===== config.mk =====
export PLATFORM = sky130hd
export DESIGN_NAME = opsq_sequencer
export DESIGN_NICKNAME = d
export VERILOG_FILES = /design/src/opsq_defs.sv /design/src/opsq_sequencer.sv
export SDC_FILE = /design/constraint.sdc
export NUM_CORES = 1
export LEC_CHECK = 0
export BUFFER_PORTS_ARGS = -buffer_cell sky130_fd_sc_hd__buf_2
export CAP_MARGIN = 20
export CORE_ASPECT_RATIO = 1.25
export CORE_UTILIZATION = 40
export CTS_CLUSTER_DIAMETER = 50
export DETAILED_ROUTE_END_ITERATION = 10
export SETUP_SLACK_MARGIN = 0.5
export SYNTH_ARGS = -nofsm -noshare
export SYNTH_HDL_FRONTEND = slang
export SYNTH_SLANG_ARGS = --single-unit

===== constraint.sdc =====
create_clock -name core_clk_in -period 3 [get_ports core_clk_in]
set_input_delay 0.45 -clock core_clk_in [delete_from_list [all_inputs] [get_ports core_clk_in]]
set_output_delay 0.45 -clock core_clk_in [all_outputs]
set_load 0.02 [all_outputs]

===== src/opsq_defs.sv =====
// opsq_defs: shared constants and carrier types for the otp program
// sequencer, plus the three-stage pin synchroniser it uses.
// assumes a single 20 MHz clock and a synchronous active-low reset.
`default_nettype none

package opsq_pkg;
   // ------------------------------------------------------------
   // widths and timing
   // ------------------------------------------------------------
   localparam int ADDR_W      = 17;
   localparam int DATA_W      = 8;
   localparam int CNT_W       = 12;
   localparam int RETRY_W     = 4;
   localparam int CLK_MHZ     = 20;
   localparam int PW_US       = 100;     // nominal program pulse
   localparam int PW_MIN_US   = 95;
   localparam int PW_MAX_US   = 105;
   localparam int SETUP_US    = 2;       // address/data/supply setup+hold
   localparam int OE_VALID_NS = 150;     // output_valid_delay
   localparam int OE_FLOAT_NS = 130;     // output_float_delay
   localparam int SYNC_LAT    = 3;
   localparam int PW_CYC      = PW_US * CLK_MHZ;
   localparam int PW_MIN_CYC  = PW_MIN_US * CLK_MHZ;
   localparam int PW_MAX_CYC  = PW_MAX_US * CLK_MHZ;
   localparam int SETUP_CYC   = SETUP_US * CLK_MHZ;
   localparam int OE_CYC      = (OE_VALID_NS * CLK_MHZ + 999) / 1000;
   localparam int DFP_CYC     = (OE_FLOAT_NS * CLK_MHZ + 999) / 1000;
   // one cycle for the agree stage, one for a pin change on the edge
   localparam int READ_CYC    = OE_CYC + SYNC_LAT + 2;
   localparam int MAX_RETRY   = 10;
   localparam logic [ADDR_W-1:0] ADDR_FIRST = 17'h00000;
   localparam logic [ADDR_W-1:0] ADDR_LAST  = 17'h1FFFF;

   // ------------------------------------------------------------
   // carriers
   // ------------------------------------------------------------
   typedef struct packed {
      logic [ADDR_W-1:0] addr;
      logic [DATA_W-1:0] data;
      logic              data_oe;
      logic              ce_n;
      logic              oe_n;
      logic              pgm_n;
      logic              vcc_prog;   // 1: core supply 6.5V, 0: 5.0V
      logic              vpp_prog;   // 1: programming_supply 13.0V
      logic              id_hv;      // 1: id_high_voltage on select line
   } opsq_pins_t;

   typedef struct packed {
      logic              busy;
      logic              done;
      logic              pass;
      logic              fail;
      logic [ADDR_W-1:0] fail_addr;
      logic [DATA_W-1:0] mfr_code;
      logic [DATA_W-1:0] dev_code;
   } opsq_status_t;
endpackage

// ------------------------------------------------------------
// three-flop synchroniser, output follows once stages 2 and 3 agree
// ------------------------------------------------------------
module opsq_sync3 #(
   parameter int W = 8
) (
   input  wire logic         core_clk_in,
   input  wire logic         rst_n_in,
   input  wire logic         ce_in,
   input  wire logic [W-1:0] d_in,
   output var  logic [W-1:0] q_out
);
   logic [W-1:0] s1_reg;
   logic [W-1:0] s2_reg;
   logic [W-1:0] s3_reg;
   wire          agree = (s2_reg == s3_reg);

   always_ff @(posedge core_clk_in) begin
      if (!rst_n_in) begin
         s1_reg <= '0;
         s2_reg <= '0;
         s3_reg <= '0;
         q_out  <= '0;
      end else if (ce_in) begin
         s1_reg <= d_in;
         s2_reg <= s1_reg;
         s3_reg <= s2_reg;
         if (agree) begin
            q_out <= s3_reg;
         end
      end
   end
endmodule

`default_nettype wire


===== src/opsq_sequencer.sv =====
// opsq_sequencer: host controller that programs and checks a one-time
// programmable 128K x 8 eprom through its pins, and reads its id codes.
// assumes external switches turn vcc_prog/vpp_prog/id_hv into voltages.
//
// Operation
// - programming starts with the address at the lowest location.
// - core supply goes to 6.5V and programming supply to 13.0V first.
// - a first pass gives every address one 100us pulse, no verify.
// - after that pass a verify and reprogram loop runs per address.
// - a wrong byte gets up to 10 more pulses, each one read back.
// - a byte still wrong after 10 pulses fails the whole device.
// - a verified byte moves on to the next address until the last.
// - after the loop both supplies drop to 5.0V.
// - at 5.0V every byte is read and compared; pass only if all match. (skipped when the loop has already failed a byte)
// - each program pulse lasts between 95 and 105 microseconds.
// - data is valid 150ns after output enable falls, floats 130ns after.
// - core supply goes up no later and down no earlier than vpp.
// - id reads hold the select line at the 11.5 to 12.5V level.
`default_nettype none

module opsq_sequencer
   import opsq_pkg::*;
#(
   parameter logic [ADDR_W-1:0] LAST_ADDR = ADDR_LAST
) (
   input  wire logic                   core_clk_in,
   input  wire logic                   rst_n_in,
   input  wire logic                   ce_in,
   input  wire logic                   start_in,
   input  wire logic                   id_start_in,
   input  wire logic                   data_ack_in,
   input  wire logic [DATA_W-1:0]      want_data_in,
   input  wire logic [DATA_W-1:0]      data_in,
   output logic                        data_req_out,
   output opsq_pkg::opsq_pins_t        pins_out,
   output opsq_pkg::opsq_status_t      status_out
);
   import opsq_pkg::*;

   // ------------------------------------------------------------
   // state
   // ------------------------------------------------------------
   typedef enum logic [3:0] {
      S_IDLE, S_VCC_UP, S_VPP_UP, S_FETCH, S_SETUP, S_PULSE, S_HOLD,
      S_OE_ON, S_OE_OFF, S_VPP_DN, S_VCC_DN, S_ID_SET, S_DONE
   } opsq_state_t;

   typedef enum logic [1:0] {
      P_FIRST, P_LOOP, P_FINAL, P_IDENT
   } opsq_phase_t;

   opsq_state_t         state_reg;
   opsq_phase_t         phase_reg;
   logic [CNT_W-1:0]    cnt_reg;
   logic [RETRY_W-1:0]  retry_reg;
   logic [ADDR_W-1:0]   addr_reg;
   logic [DATA_W-1:0]   want_reg;
   logic                match_reg;
   logic                data_oe_reg;
   logic                oe_n_reg;
   logic                pgm_n_reg;
   logic                vcc_reg;
   logic                vpp_reg;
   logic                id_hv_reg;
   logic                fail_reg;
   logic                pass_reg;
   logic                done_reg;
   logic [ADDR_W-1:0]   fail_addr_reg;
   logic [DATA_W-1:0]   mfr_reg;
   logic [DATA_W-1:0]   dev_reg;
   logic [DATA_W-1:0]   rd_sync;

   function automatic logic hit(input logic [CNT_W-1:0] c, input int n);
      return c == CNT_W'(n - 1);
   endfunction

   // ------------------------------------------------------------
   // decode
   // ------------------------------------------------------------
   wire at_last    = (addr_reg == LAST_ADDR);
   wire setup_done = hit(cnt_reg, SETUP_CYC);
   wire pulse_done = hit(cnt_reg, PW_CYC);
   wire read_done  = hit(cnt_reg, READ_CYC);
   wire float_done = hit(cnt_reg, DFP_CYC);
   wire retry_max  = (retry_reg == RETRY_W'(MAX_RETRY));
   wire [ADDR_W-1:0] addr_inc = addr_reg + ADDR_W'(1);
   wire [CNT_W-1:0]  cnt_inc  = cnt_reg + CNT_W'(1);

   assign data_req_out = (state_reg == S_FETCH);

   opsq_sync3 #(
      .W (DATA_W)
   ) u_rd_sync (
      .core_clk_in (core_clk_in),
      .rst_n_in    (rst_n_in),
      .ce_in       (ce_in),
      .d_in        (data_in),
      .q_out       (rd_sync)
   );

   // ------------------------------------------------------------
   // sequencer
   // ------------------------------------------------------------
   always_ff @(posedge core_clk_in) begin
      if (!rst_n_in) begin
         state_reg     <= S_IDLE;
         phase_reg     <= P_FIRST;
         cnt_reg       <= '0;
         retry_reg     <= '0;
         addr_reg      <= ADDR_FIRST;
         want_reg      <= '0;
         match_reg     <= 1'b0;
         data_oe_reg   <= 1'b0;
         oe_n_reg      <= 1'b1;
         pgm_n_reg     <= 1'b1;
         vcc_reg       <= 1'b0;
         vpp_reg       <= 1'b0;
         id_hv_reg     <= 1'b0;
         fail_reg      <= 1'b0;
         pass_reg      <= 1'b0;
         done_reg      <= 1'b0;
         fail_addr_reg <= '0;
         mfr_reg       <= '0;
         dev_reg       <= '0;
      end else if (ce_in) begin
         cnt_reg  <= cnt_inc;
         done_reg <= 1'b0;
         unique case (state_reg)
            S_IDLE: begin
               cnt_reg <= '0;
               if (start_in) begin
                  addr_reg  <= ADDR_FIRST;
                  phase_reg <= P_FIRST;
                  retry_reg <= '0;
                  fail_reg  <= 1'b0;
                  pass_reg  <= 1'b0;
                  vcc_reg   <= 1'b1;
                  state_reg <= S_VCC_UP;
               end else if (id_start_in) begin
                  addr_reg  <= ADDR_FIRST;
                  phase_reg <= P_IDENT;
                  id_hv_reg <= 1'b1;
                  state_reg <= S_ID_SET;
               end
            end
            S_VCC_UP: begin
               if (setup_done) begin
                  vpp_reg   <= 1'b1;
                  cnt_reg   <= '0;
                  state_reg <= S_VPP_UP;
               end
            end
            S_VPP_UP: begin
               if (setup_done) begin
                  state_reg <= S_FETCH;
               end
            end
            S_FETCH: begin
               cnt_reg <= '0;
               if (data_ack_in) begin
                  want_reg  <= want_data_in;
                  if (phase_reg == P_FIRST) begin
                     data_oe_reg <= 1'b1;
                     state_reg   <= S_SETUP;
                  end else begin
                     // loop and final visits verify first
                     oe_n_reg  <= 1'b0;
                     state_reg <= S_OE_ON;
                  end
               end
            end
            S_SETUP: begin
               data_oe_reg <= 1'b1;
               if (setup_done) begin
                  pgm_n_reg <= 1'b0;
                  cnt_reg   <= '0;
                  state_reg <= S_PULSE;
               end
            end
            S_PULSE: begin
               // pulse held exactly the nominal width
               if (pulse_done) begin
                  pgm_n_reg <= 1'b1;
                  cnt_reg   <= '0;
                  state_reg <= S_HOLD;
               end
            end
            S_HOLD: begin
               if (setup_done) begin
                  data_oe_reg <= 1'b0;
                  cnt_reg     <= '0;
                  if (phase_reg == P_FIRST) begin
                     // one pulse per address, no verify
                     if (at_last) begin
                        // loop restarts at the first address
                        phase_reg <= P_LOOP;
                        addr_reg  <= ADDR_FIRST;
                     end else begin
                        addr_reg <= addr_inc;
                     end
                     state_reg <= S_FETCH;
                  end else begin
                     oe_n_reg  <= 1'b0;
                     state_reg <= S_OE_ON;
                  end
               end
            end
            S_OE_ON: begin
               // wait out valid delay plus sync latency
               if (read_done) begin
                  match_reg <= (rd_sync == want_reg);
                  if (phase_reg == P_IDENT) begin
                     if (addr_reg[0]) begin
                        dev_reg <= rd_sync;
                     end else begin
                        mfr_reg <= rd_sync;
                     end
                  end
                  oe_n_reg  <= 1'b1;
                  cnt_reg   <= '0;
                  state_reg <= S_OE_OFF;
               end
            end
            S_OE_OFF: begin
               // let the outputs float before driving
               if (float_done) begin
                  cnt_reg <= '0;
                  unique case (phase_reg)
                     P_IDENT: begin
                        if (addr_reg[0]) begin
                           id_hv_reg <= 1'b0;
                           done_reg  <= 1'b1;
                           state_reg <= S_DONE;
                        end else begin
                           addr_reg  <= ADDR_W'(1);
                           oe_n_reg  <= 1'b0;
                           state_reg <= S_OE_ON;
                        end
                     end
                     P_LOOP: begin
                        if (match_reg) begin
                           // count clears on a new address
                           retry_reg <= '0;
                           if (at_last) begin
                              vpp_reg   <= 1'b0;
                              state_reg <= S_VPP_DN;
                           end else begin
                              addr_reg  <= addr_inc;
                              state_reg <= S_FETCH;
                           end
                        end else if (retry_max) begin
                           // ten extra pulses used, device failed
                           fail_reg      <= 1'b1;
                           fail_addr_reg <= addr_reg;
                           vpp_reg       <= 1'b0;
                           state_reg     <= S_VPP_DN;
                        end else begin
                           // one more pulse, then read back
                           retry_reg   <= retry_reg + RETRY_W'(1);
                           data_oe_reg <= 1'b1;
                           state_reg   <= S_SETUP;
                        end
                     end
                     default: begin
                        if (!match_reg && !fail_reg) begin
                           fail_reg      <= 1'b1;
                           fail_addr_reg <= addr_reg;
                        end
                        if (at_last) begin
                           pass_reg  <= fail_reg ? 1'b0 : match_reg;
                           done_reg  <= 1'b1;
                           state_reg <= S_DONE;
                        end else begin
                           addr_reg  <= addr_inc;
                           state_reg <= S_FETCH;
                        end
                     end
                  endcase
               end
            end
            S_VPP_DN: begin
               if (setup_done) begin
                  vcc_reg   <= 1'b0;
                  cnt_reg   <= '0;
                  state_reg <= S_VCC_DN;
               end
            end
            S_VCC_DN: begin
               if (setup_done) begin
                  if (fail_reg) begin
                     done_reg  <= 1'b1;
                     state_reg <= S_DONE;
                  end else begin
                     phase_reg <= P_FINAL;
                     addr_reg  <= ADDR_FIRST;
                     state_reg <= S_FETCH;
                  end
               end
            end
            S_ID_SET: begin
               if (setup_done) begin
                  oe_n_reg  <= 1'b0;
                  cnt_reg   <= '0;
                  state_reg <= S_OE_ON;
               end
            end
            S_DONE: begin
               state_reg <= S_IDLE;
            end
         endcase
      end
   end

   // ------------------------------------------------------------
   // outputs
   // ------------------------------------------------------------
   // chip stays selected for the whole run; a deselect would cost setup
   wire ce_n_w = (state_reg == S_IDLE) || (state_reg == S_DONE);

   assign pins_out = '{addr: addr_reg, data: want_reg,
                       data_oe: data_oe_reg, ce_n: ce_n_w,
                       oe_n: oe_n_reg, pgm_n: pgm_n_reg,
                       vcc_prog: vcc_reg, vpp_prog: vpp_reg,
                       id_hv: id_hv_reg};

   assign status_out = '{busy: !ce_n_w, done: done_reg, pass: pass_reg,
                         fail: fail_reg, fail_addr: fail_addr_reg,
                         mfr_code: mfr_reg, dev_code: dev_reg};

   // ------------------------------------------------------------
   // checks
   // ------------------------------------------------------------
   logic [CNT_W-1:0] pw_len_reg;

   always_ff @(posedge core_clk_in) begin
      if (!rst_n_in) begin
         pw_len_reg <= '0;
      end else if (ce_in) begin
         pw_len_reg <= pgm_n_reg ? '0 : pw_len_reg + CNT_W'(1);
      end
   end
endmodule

`default_nettype wire


Word-level counts from Yosys, hierarchy flattened
Index checks and enable logic that the tools add are counted.
{"block": "op_classes", "mux": 111, "n_bitwise": 2, "eq_ne": 60, "reduce_logical": 38, "add_sub_neg": 3}
{"cell": "2-to-1 mux 17 bit", "n": 14}
{"cell": "2-to-1 mux 4 bit", "n": 24}
{"cell": "case mux 17 bit (2 select lines)", "n": 2}
{"cell": "case mux 17 bit (4 select lines)", "n": 1}
{"cell": "case mux 12 bit (5 select lines)", "n": 1}
{"cell": "inequality test 2 bit (second input constant)", "n": 28}
{"cell": "case mux 4 bit (13 select lines)", "n": 1}
{"cell": "2-to-1 mux 12 bit", "n": 4}
{"cell": "2-to-1 mux 1 bit", "n": 41}
{"cell": "inequality test 3 bit (second input constant)", "n": 9}
{"cell": "AND reduction 9 bit", "n": 3}
{"cell": "equality test 4 bit (second input constant)", "n": 6}
{"cell": "AND reduction 7 bit", "n": 3}
{"cell": "case mux 1 bit (2 select lines)", "n": 9}
{"cell": "adder 17 x 1 -> 17 bit (second input constant)", "n": 1}
{"cell": "equality test 17 bit (second input constant)", "n": 1}
{"cell": "equality test 4 x 3 -> 1 bit (second input constant)", "n": 4}
{"cell": "equality test 8 bit", "n": 2}
{"cell": "2-to-1 mux 2 bit", "n": 8}
{"cell": "case mux 4 bit (2 select lines)", "n": 2}
{"cell": "AND reduction 8 bit", "n": 2}
{"cell": "AND reduction 13 bit", "n": 1}
{"cell": "adder 12 x 1 -> 12 bit (second input constant)", "n": 1}
{"cell": "equality test 12 x 11 -> 1 bit (second input constant)", "n": 1}
{"cell": "other kinds (31)", "n": 45}
{"block": "word_totals", "inputBits": 22, "out_inout_bits": 70, "elab_cells": 238, "reg_bits": 122}

Logic depth before layout (Yosys ltp)
{"block": "depth", "depth_word": 6, "mapped_depth": 13, "mapped_depth_nobuf": 11}

By module
From an unflattened synthesis, not the netlist that was laid out.
{"block": "hier_totals", "cells_unflattened": 723, "hier_area_um2": 6135.9}
{"module": "opsq_sequencer", "cells_per_inst": 600, "seq_area_each_um2": 1801.7, "instances": 1, "area_each_um2": 4833.4}
{"module": "opsq_sync3", "cells_per_inst": 123, "seq_area_each_um2": 640.6, "instances": 1, "area_each_um2": 1302.5}

Worst setup path after synthesis
Ideal clock, no wire load.
{"block": "synth_path", "path_kind": "flip-flop to flip-flop", "start": "reg addr_reg[1]", "end": "reg addr_reg[15]", "synth_period_minus_slack_ns": 2.835, "path_slack_ns": 0.165, "arrival_ns": 2.718, "path_buffers": 2, "stages_incl_launch_ff": 13, "setup_time_ns": 0.117, "required_ns": 2.883, "path_cell_list": "dfxtp_1 -> ha_1 -> and3_1 -> and4_1 -> clkbuf_1 -> nand2_1 -> nor2_1 -> ha_1 -> clkbuf_1 -> a2bb2oi_1 -> a41o_1 -> nand3_1 -> a32o_1"}
{"block": "synth_between", "elab_chain_len": 6, "word_cells_on_any_way": 10, "cone_classes": "add/sub: 1; eq/ne: 1; mux: 8"}
{"item": "start: declaration", "line": "opsq_sequencer.sv:56", "rtl": "logic [ADDR_W-1:0] addr_reg;"}
{"item": "start signal: assignment", "line": "opsq_sequencer.sv:199", "rtl": "addr_reg <= addr_inc;"}
{"item": "start signal: assignment", "line": "opsq_sequencer.sv:248", "rtl": "addr_reg <= addr_inc;"}
{"item": "start signal: assignment", "line": "opsq_sequencer.sv:274", "rtl": "addr_reg <= addr_inc;"}
{"item": "adder 17 x 1 -> 17 bit / equality test 17 bit (equally long branches)", "line": "opsq_sequencer.sv:86, opsq_sequencer.sv:80"}
{"item": "2-to-1 mux 17 bit", "line": "opsq_sequencer.sv:244, opsq_sequencer.sv:269"}
{"item": "2-to-1 mux 17 bit", "line": "opsq_sequencer.sv:241", "rtl": "if (match_reg) begin"}
{"item": "case mux 17 bit (2 select lines)", "line": "opsq_sequencer.sv:228", "rtl": "unique case (phase_reg)"}
{"item": "2-to-1 mux 17 bit", "line": "opsq_sequencer.sv:226", "rtl": "if (float_done) begin"}
{"item": "case mux 17 bit (4 select lines) (*)", "line": "opsq_sequencer.sv:128", "rtl": "unique case (state_reg)"}
Every way passes the cells marked *; elsewhere a longest branch is shown, timed or not. The select of a mux whose other input is x is not followed.
A chain may end at the register's enable or synchronous reset.

Worst setup path after layout
{"block": "layout_path", "start": "reg state_reg[1]", "end": "reg addr_reg[3]"}
{"block": "layout_between", "elab_chain_len": 3, "word_cells_on_any_way": 15, "cone_classes": "eq/ne: 11; mux: 1; reduce/logical: 3"}
{"item": "start: declaration", "line": "opsq_sequencer.sv:52", "rtl": "opsq_state_t state_reg;"}
{"item": "start signal: assignment", "line": "opsq_sequencer.sv:106", "rtl": "state_reg <= S_IDLE;"}
{"item": "start signal: assignment", "line": "opsq_sequencer.sv:138", "rtl": "state_reg <= S_VCC_UP;"}
{"item": "start signal: assignment", "line": "opsq_sequencer.sv:143", "rtl": "state_reg <= S_ID_SET;"}
{"item": "equality test 4 bit, or another cell as far along", "line": "opsq_sequencer.sv:128"}
{"item": "inequality test 3 bit (no source line), or another cell as far along"}
{"item": "AND reduction 10 bit (no source line)"}
Several ways; a longest one is shown, not always the timed one.

==> load_flow_metrics.sql <==
INSERT INTO impl_metrics (metric_group, metric, value, unit) VALUES
('run_status', 'result_of_the_run', 'finished, final reports clean', ''),
('sta', 'worst-slew-pin-transition', '0.671', 'ns'),
('cts', 'clk_root_buffer_cell', 'clkbuf_16', ''),
('power', 'ir_drop', '386', 'uV'),
('global_routing', 'antenna_violations_before_repair', '1', ''),
('worst_setup_path', 'worst_setup_path_endpoint', 'addr_reg[3]', ''),
('cells_and_area', 'area_delta_synth_final', '24.2', '%'),
('cts', 'cts_tree', 'done', ''),
('cts', 'clk_pin_slew', '0.06', 'ns'),
('yosys', 'post_synth_inst_count', '735', ''),
('sta', 'grt_setup_unrepaired', 'yes', ''),
('worst_setup_path', 'regToRegStartpoint', 'state_reg[1]', ''),
('cells_and_area', 'final_net_count', '848', ''),
('power', 'power.static_leakage', '3.08', 'nW'),
('sta', 'fmax', '0.403', 'GHz'),
('cells_and_area', 'antenna_cells', '0', ''),
('worst_setup_path', 'cp-startpoint', 'state_reg[1]', ''),
('placement', 'gp_congestion', '0.965', ''),
('route', 'wire_per_inst', '16.9', 'um'),
('yosys', 'postSynth.topFlopCell', 'dfxtp_1', ''),
('cells_and_area', 'fillerInstances', '1437', ''),
('floorplan', 'die_width', '114', 'um'),
('sta', 'number_of_endpoints_with_negative_hold_slack_in_the_final_report', '0', ''),
('yosys', 'number_of_unique_standard_cell_types_used_by_synthesis', '77', ''),
('worst_setup_path', 'endpoint_kind', 'flop', ''),
('floorplan', 'std_cell_rows', '50', ''),
('yosys', 'synth.yosys.seq_area_share', '38.8', '%'),
('yosys', 'netlist_area_before_placement', '0.00630', 'mm2'),
('flow_run', 'drv_cap', '0', ''),
('floorplan', 'fp.dieH', '142', 'um'),
('sta', 'setup-violations-final', '0', ''),
('route', 'routed_via_density', '5.57', ''),
('worst_setup_path', 'arrival_time_reported_for_the_critical_path_endpoint', '2.79', 'ns'),
('yosys', 'syn_area_per_cell', '8.57', 'um2'),
('worst_setup_path', 'criticalPathCategory', 'reg2reg', ''),
('sta', 'final_min_period_over_clock_period', '82.7', '%'),
('cells_and_area', 'final_core_utilization', '51.5', '%'),
('cts', 'cts.htree.levels', '4', ''),
('floorplan', 'io-pin-count', '92', ''),
('cts', 'cts.sinks', '122', ''),
('sta', 'final-max-slew-violation-count', '0', ''),
('yosys', 'number_of_nets_in_the_synthesized_netlist', '763', ''),
('cts', 'cts-root-to-sink-buffers', '2', ''),
('worst_setup_path', 'timing.reg2reg.setup_slack', '0.52', 'ns'),
('global_routing', 'global_route.overflow_total', '0', ''),
('floorplan', 'initial_utilization', '41.4', '%'),
('worst_setup_path', 'critPathMaxFanout', '15', ''),
('yosys', 'synth.cells.most_frequent', '122 x dfxtp_1, 90 x nor2_1, 79 x nand2_1', ''),
('worst_setup_path', 'ff2ff_path_depth', '4', ''),
('floorplan', 'die_footprint', '0.0163', 'mm2'),
('global_routing', 'vias_in_the_first_global_route', '5506', ''),
('global_routing', 'groute.usage.overall', '22.6', '%'),
('sta', 'worst_clock_skew_on_the_final_layout', '0.00976', 'ns'),
('cells_and_area', 'final_cells', '1041', ''),
('yosys', 'synthArstFlopShare', '0', '%'),
('yosys', 'postSynthRegisterBits', '122', ''),
('route', 'antenna_left', '0', ''),
('sta', 'setup-tns-final', '0', 'ns'),
('floorplan', 'floorplan.core_area', '0.0152', 'mm2'),
('yosys', 'synth_edf_count', '0', ''),
('yosys', 'synth_largest_type_area_fraction', '38.8', '%'),
('route', 'num_vias', '5797', ''),
('route', 'drt_first_pass_iters', '5', ''),
('route', 'drt_iter0_markers', '308', ''),
('worst_setup_path', 'cp-start-kind', 'flop', ''),
('sta', 'finalCriticalPeriod', '2.48', 'ns'),
('yosys', 'synthMostInstantiatedCell', 'dfxtp_1', ''),
('sta', 'max_slew_margin', '55.3', '%'),
('placement', 'dp_hpwl', '12300', 'um'),
('cts', 'cts_made_buffers', '17', ''),
('worst_setup_path', 'data_required_time_at_the_worst_endpoint', '3.31', 'ns');
-- kinds of logic (layout without fill, tap and decap cells) --
logic type	Yosys count	count (layout)	synth area share, %
AND/OR/NAND/NOR	301	301	25.0
AO/OA/AOI/OAI	140	140	15.8
flip-flops	122	122	38.8
buffers and inverters	75	173	5.36
multiplexers	63	63	10.0
XOR/XNOR	28	28	3.89
adder cells (fa/ha/maj)	6	6	1.19
-- how the worst min path moves through the flow --
stage / start / to / slack, ns / depth (start not counted)
after floorplan: data_oe_reg / data_oe_reg / 0.45 / 2
after global placement: fail_addr_reg[3] / fail_addr_reg[3] / 0.43 / 2
after detailed placement: fail_addr_reg[5] / fail_addr_reg[5] / 0.44 / 2
after CTS: want_data_in[5] / want_reg[5] / 0.26 / 3
after global routing: want_data_in[5] / want_reg[5] / 0.28 / 3
final: want_data_in[5] / want_reg[5] / 0.26 / 3
-- layout make-up --
class	instances	area, um2	share of cell area (%)
inverter	15	56.3	0.720
tap	208	260	3.33
clock buffer	19	443	5.66
timing repair buffer	126	729	9.32
clock inverter	13	190	2.43
multi-input combinational	538	3690	47.2
sequential	122	2450	31.4
-- critical path, stage by stage, from the launching register on --
cell and delay, ns:
dfxtp_1 0.46, or4b_1 0.80, o21ai_2 0.64, nor4_1 0.16, o221a_2 0.31
-- cell usage in the layout (no fill, tap or decap), types with 4 or more instances in the layout --
master,n
a211oi_1,5
a21oi_1,40
a31oi_1,8
and3_1,4
and4_1,5
buf_2,91
buf_4,31
bufinv_16,4
clkbuf_16,17
clkinv_4,4
dfxtp_1,116
dfxtp_2,4
ha_1,4
inv_1,14
mux2i_1,62
nand2_1,78
nand2b_1,12
nand3_1,17
nand3b_1,5
nand4_1,14
nor2_1,89
nor2b_1,7
nor3_1,15
nor4_1,6
nor4_2,4
nor4_4,5
o211ai_1,4
o21ai_0,19
o221a_2,6
o31ai_1,10
o41ai_1,4
or2_2,4
or3_1,4
xnor2_1,18
xor2_1,10
-- where the power goes --
part	switching [mW]	internal, mW	total, mW
sequential	0.131	1.69	1.82
clock	0.779	1.42	2.20
combinational	1.02	0.631	1.65
-- per-stage QoR --
stage / hold slack, ns / setup WS, ns / cell area (um2) / total power, mW
global route: 0.279 / 0.444 / 7830 / 5.91
global placement: 0.434 / 0.272 / 6940 / 3.26
detailed placement: 0.440 / 0.155 / 6940 / 3.28
finish: 0.262 / 0.519 / 7830 / 5.66
CTS: 0.257 / 0.506 / 7700 / 5.58
floorplan: 0.446 / 0.517 / 6350 / 2.90
-- per-layer routing --
layer  vias up  global-route usage [%]  routed length [um]
li1       2812                       -                   -
met3        26                    5.11                1030
met4         0                    8.82                 368
met5         -                       0                   0
met1      2753                    27.4                7540
met2       206                    38.5                8680
-- timing repair --
item	4_1_cts	5_1_grt
pin swaps	1	5
hold endpoints to repair	0	0
setup endpoints to repair	24	25
cloned	0	0
gates resized for setup	18	19
buffers inserted	6	6
Note: power is estimated with default switching activity, not from simulation.
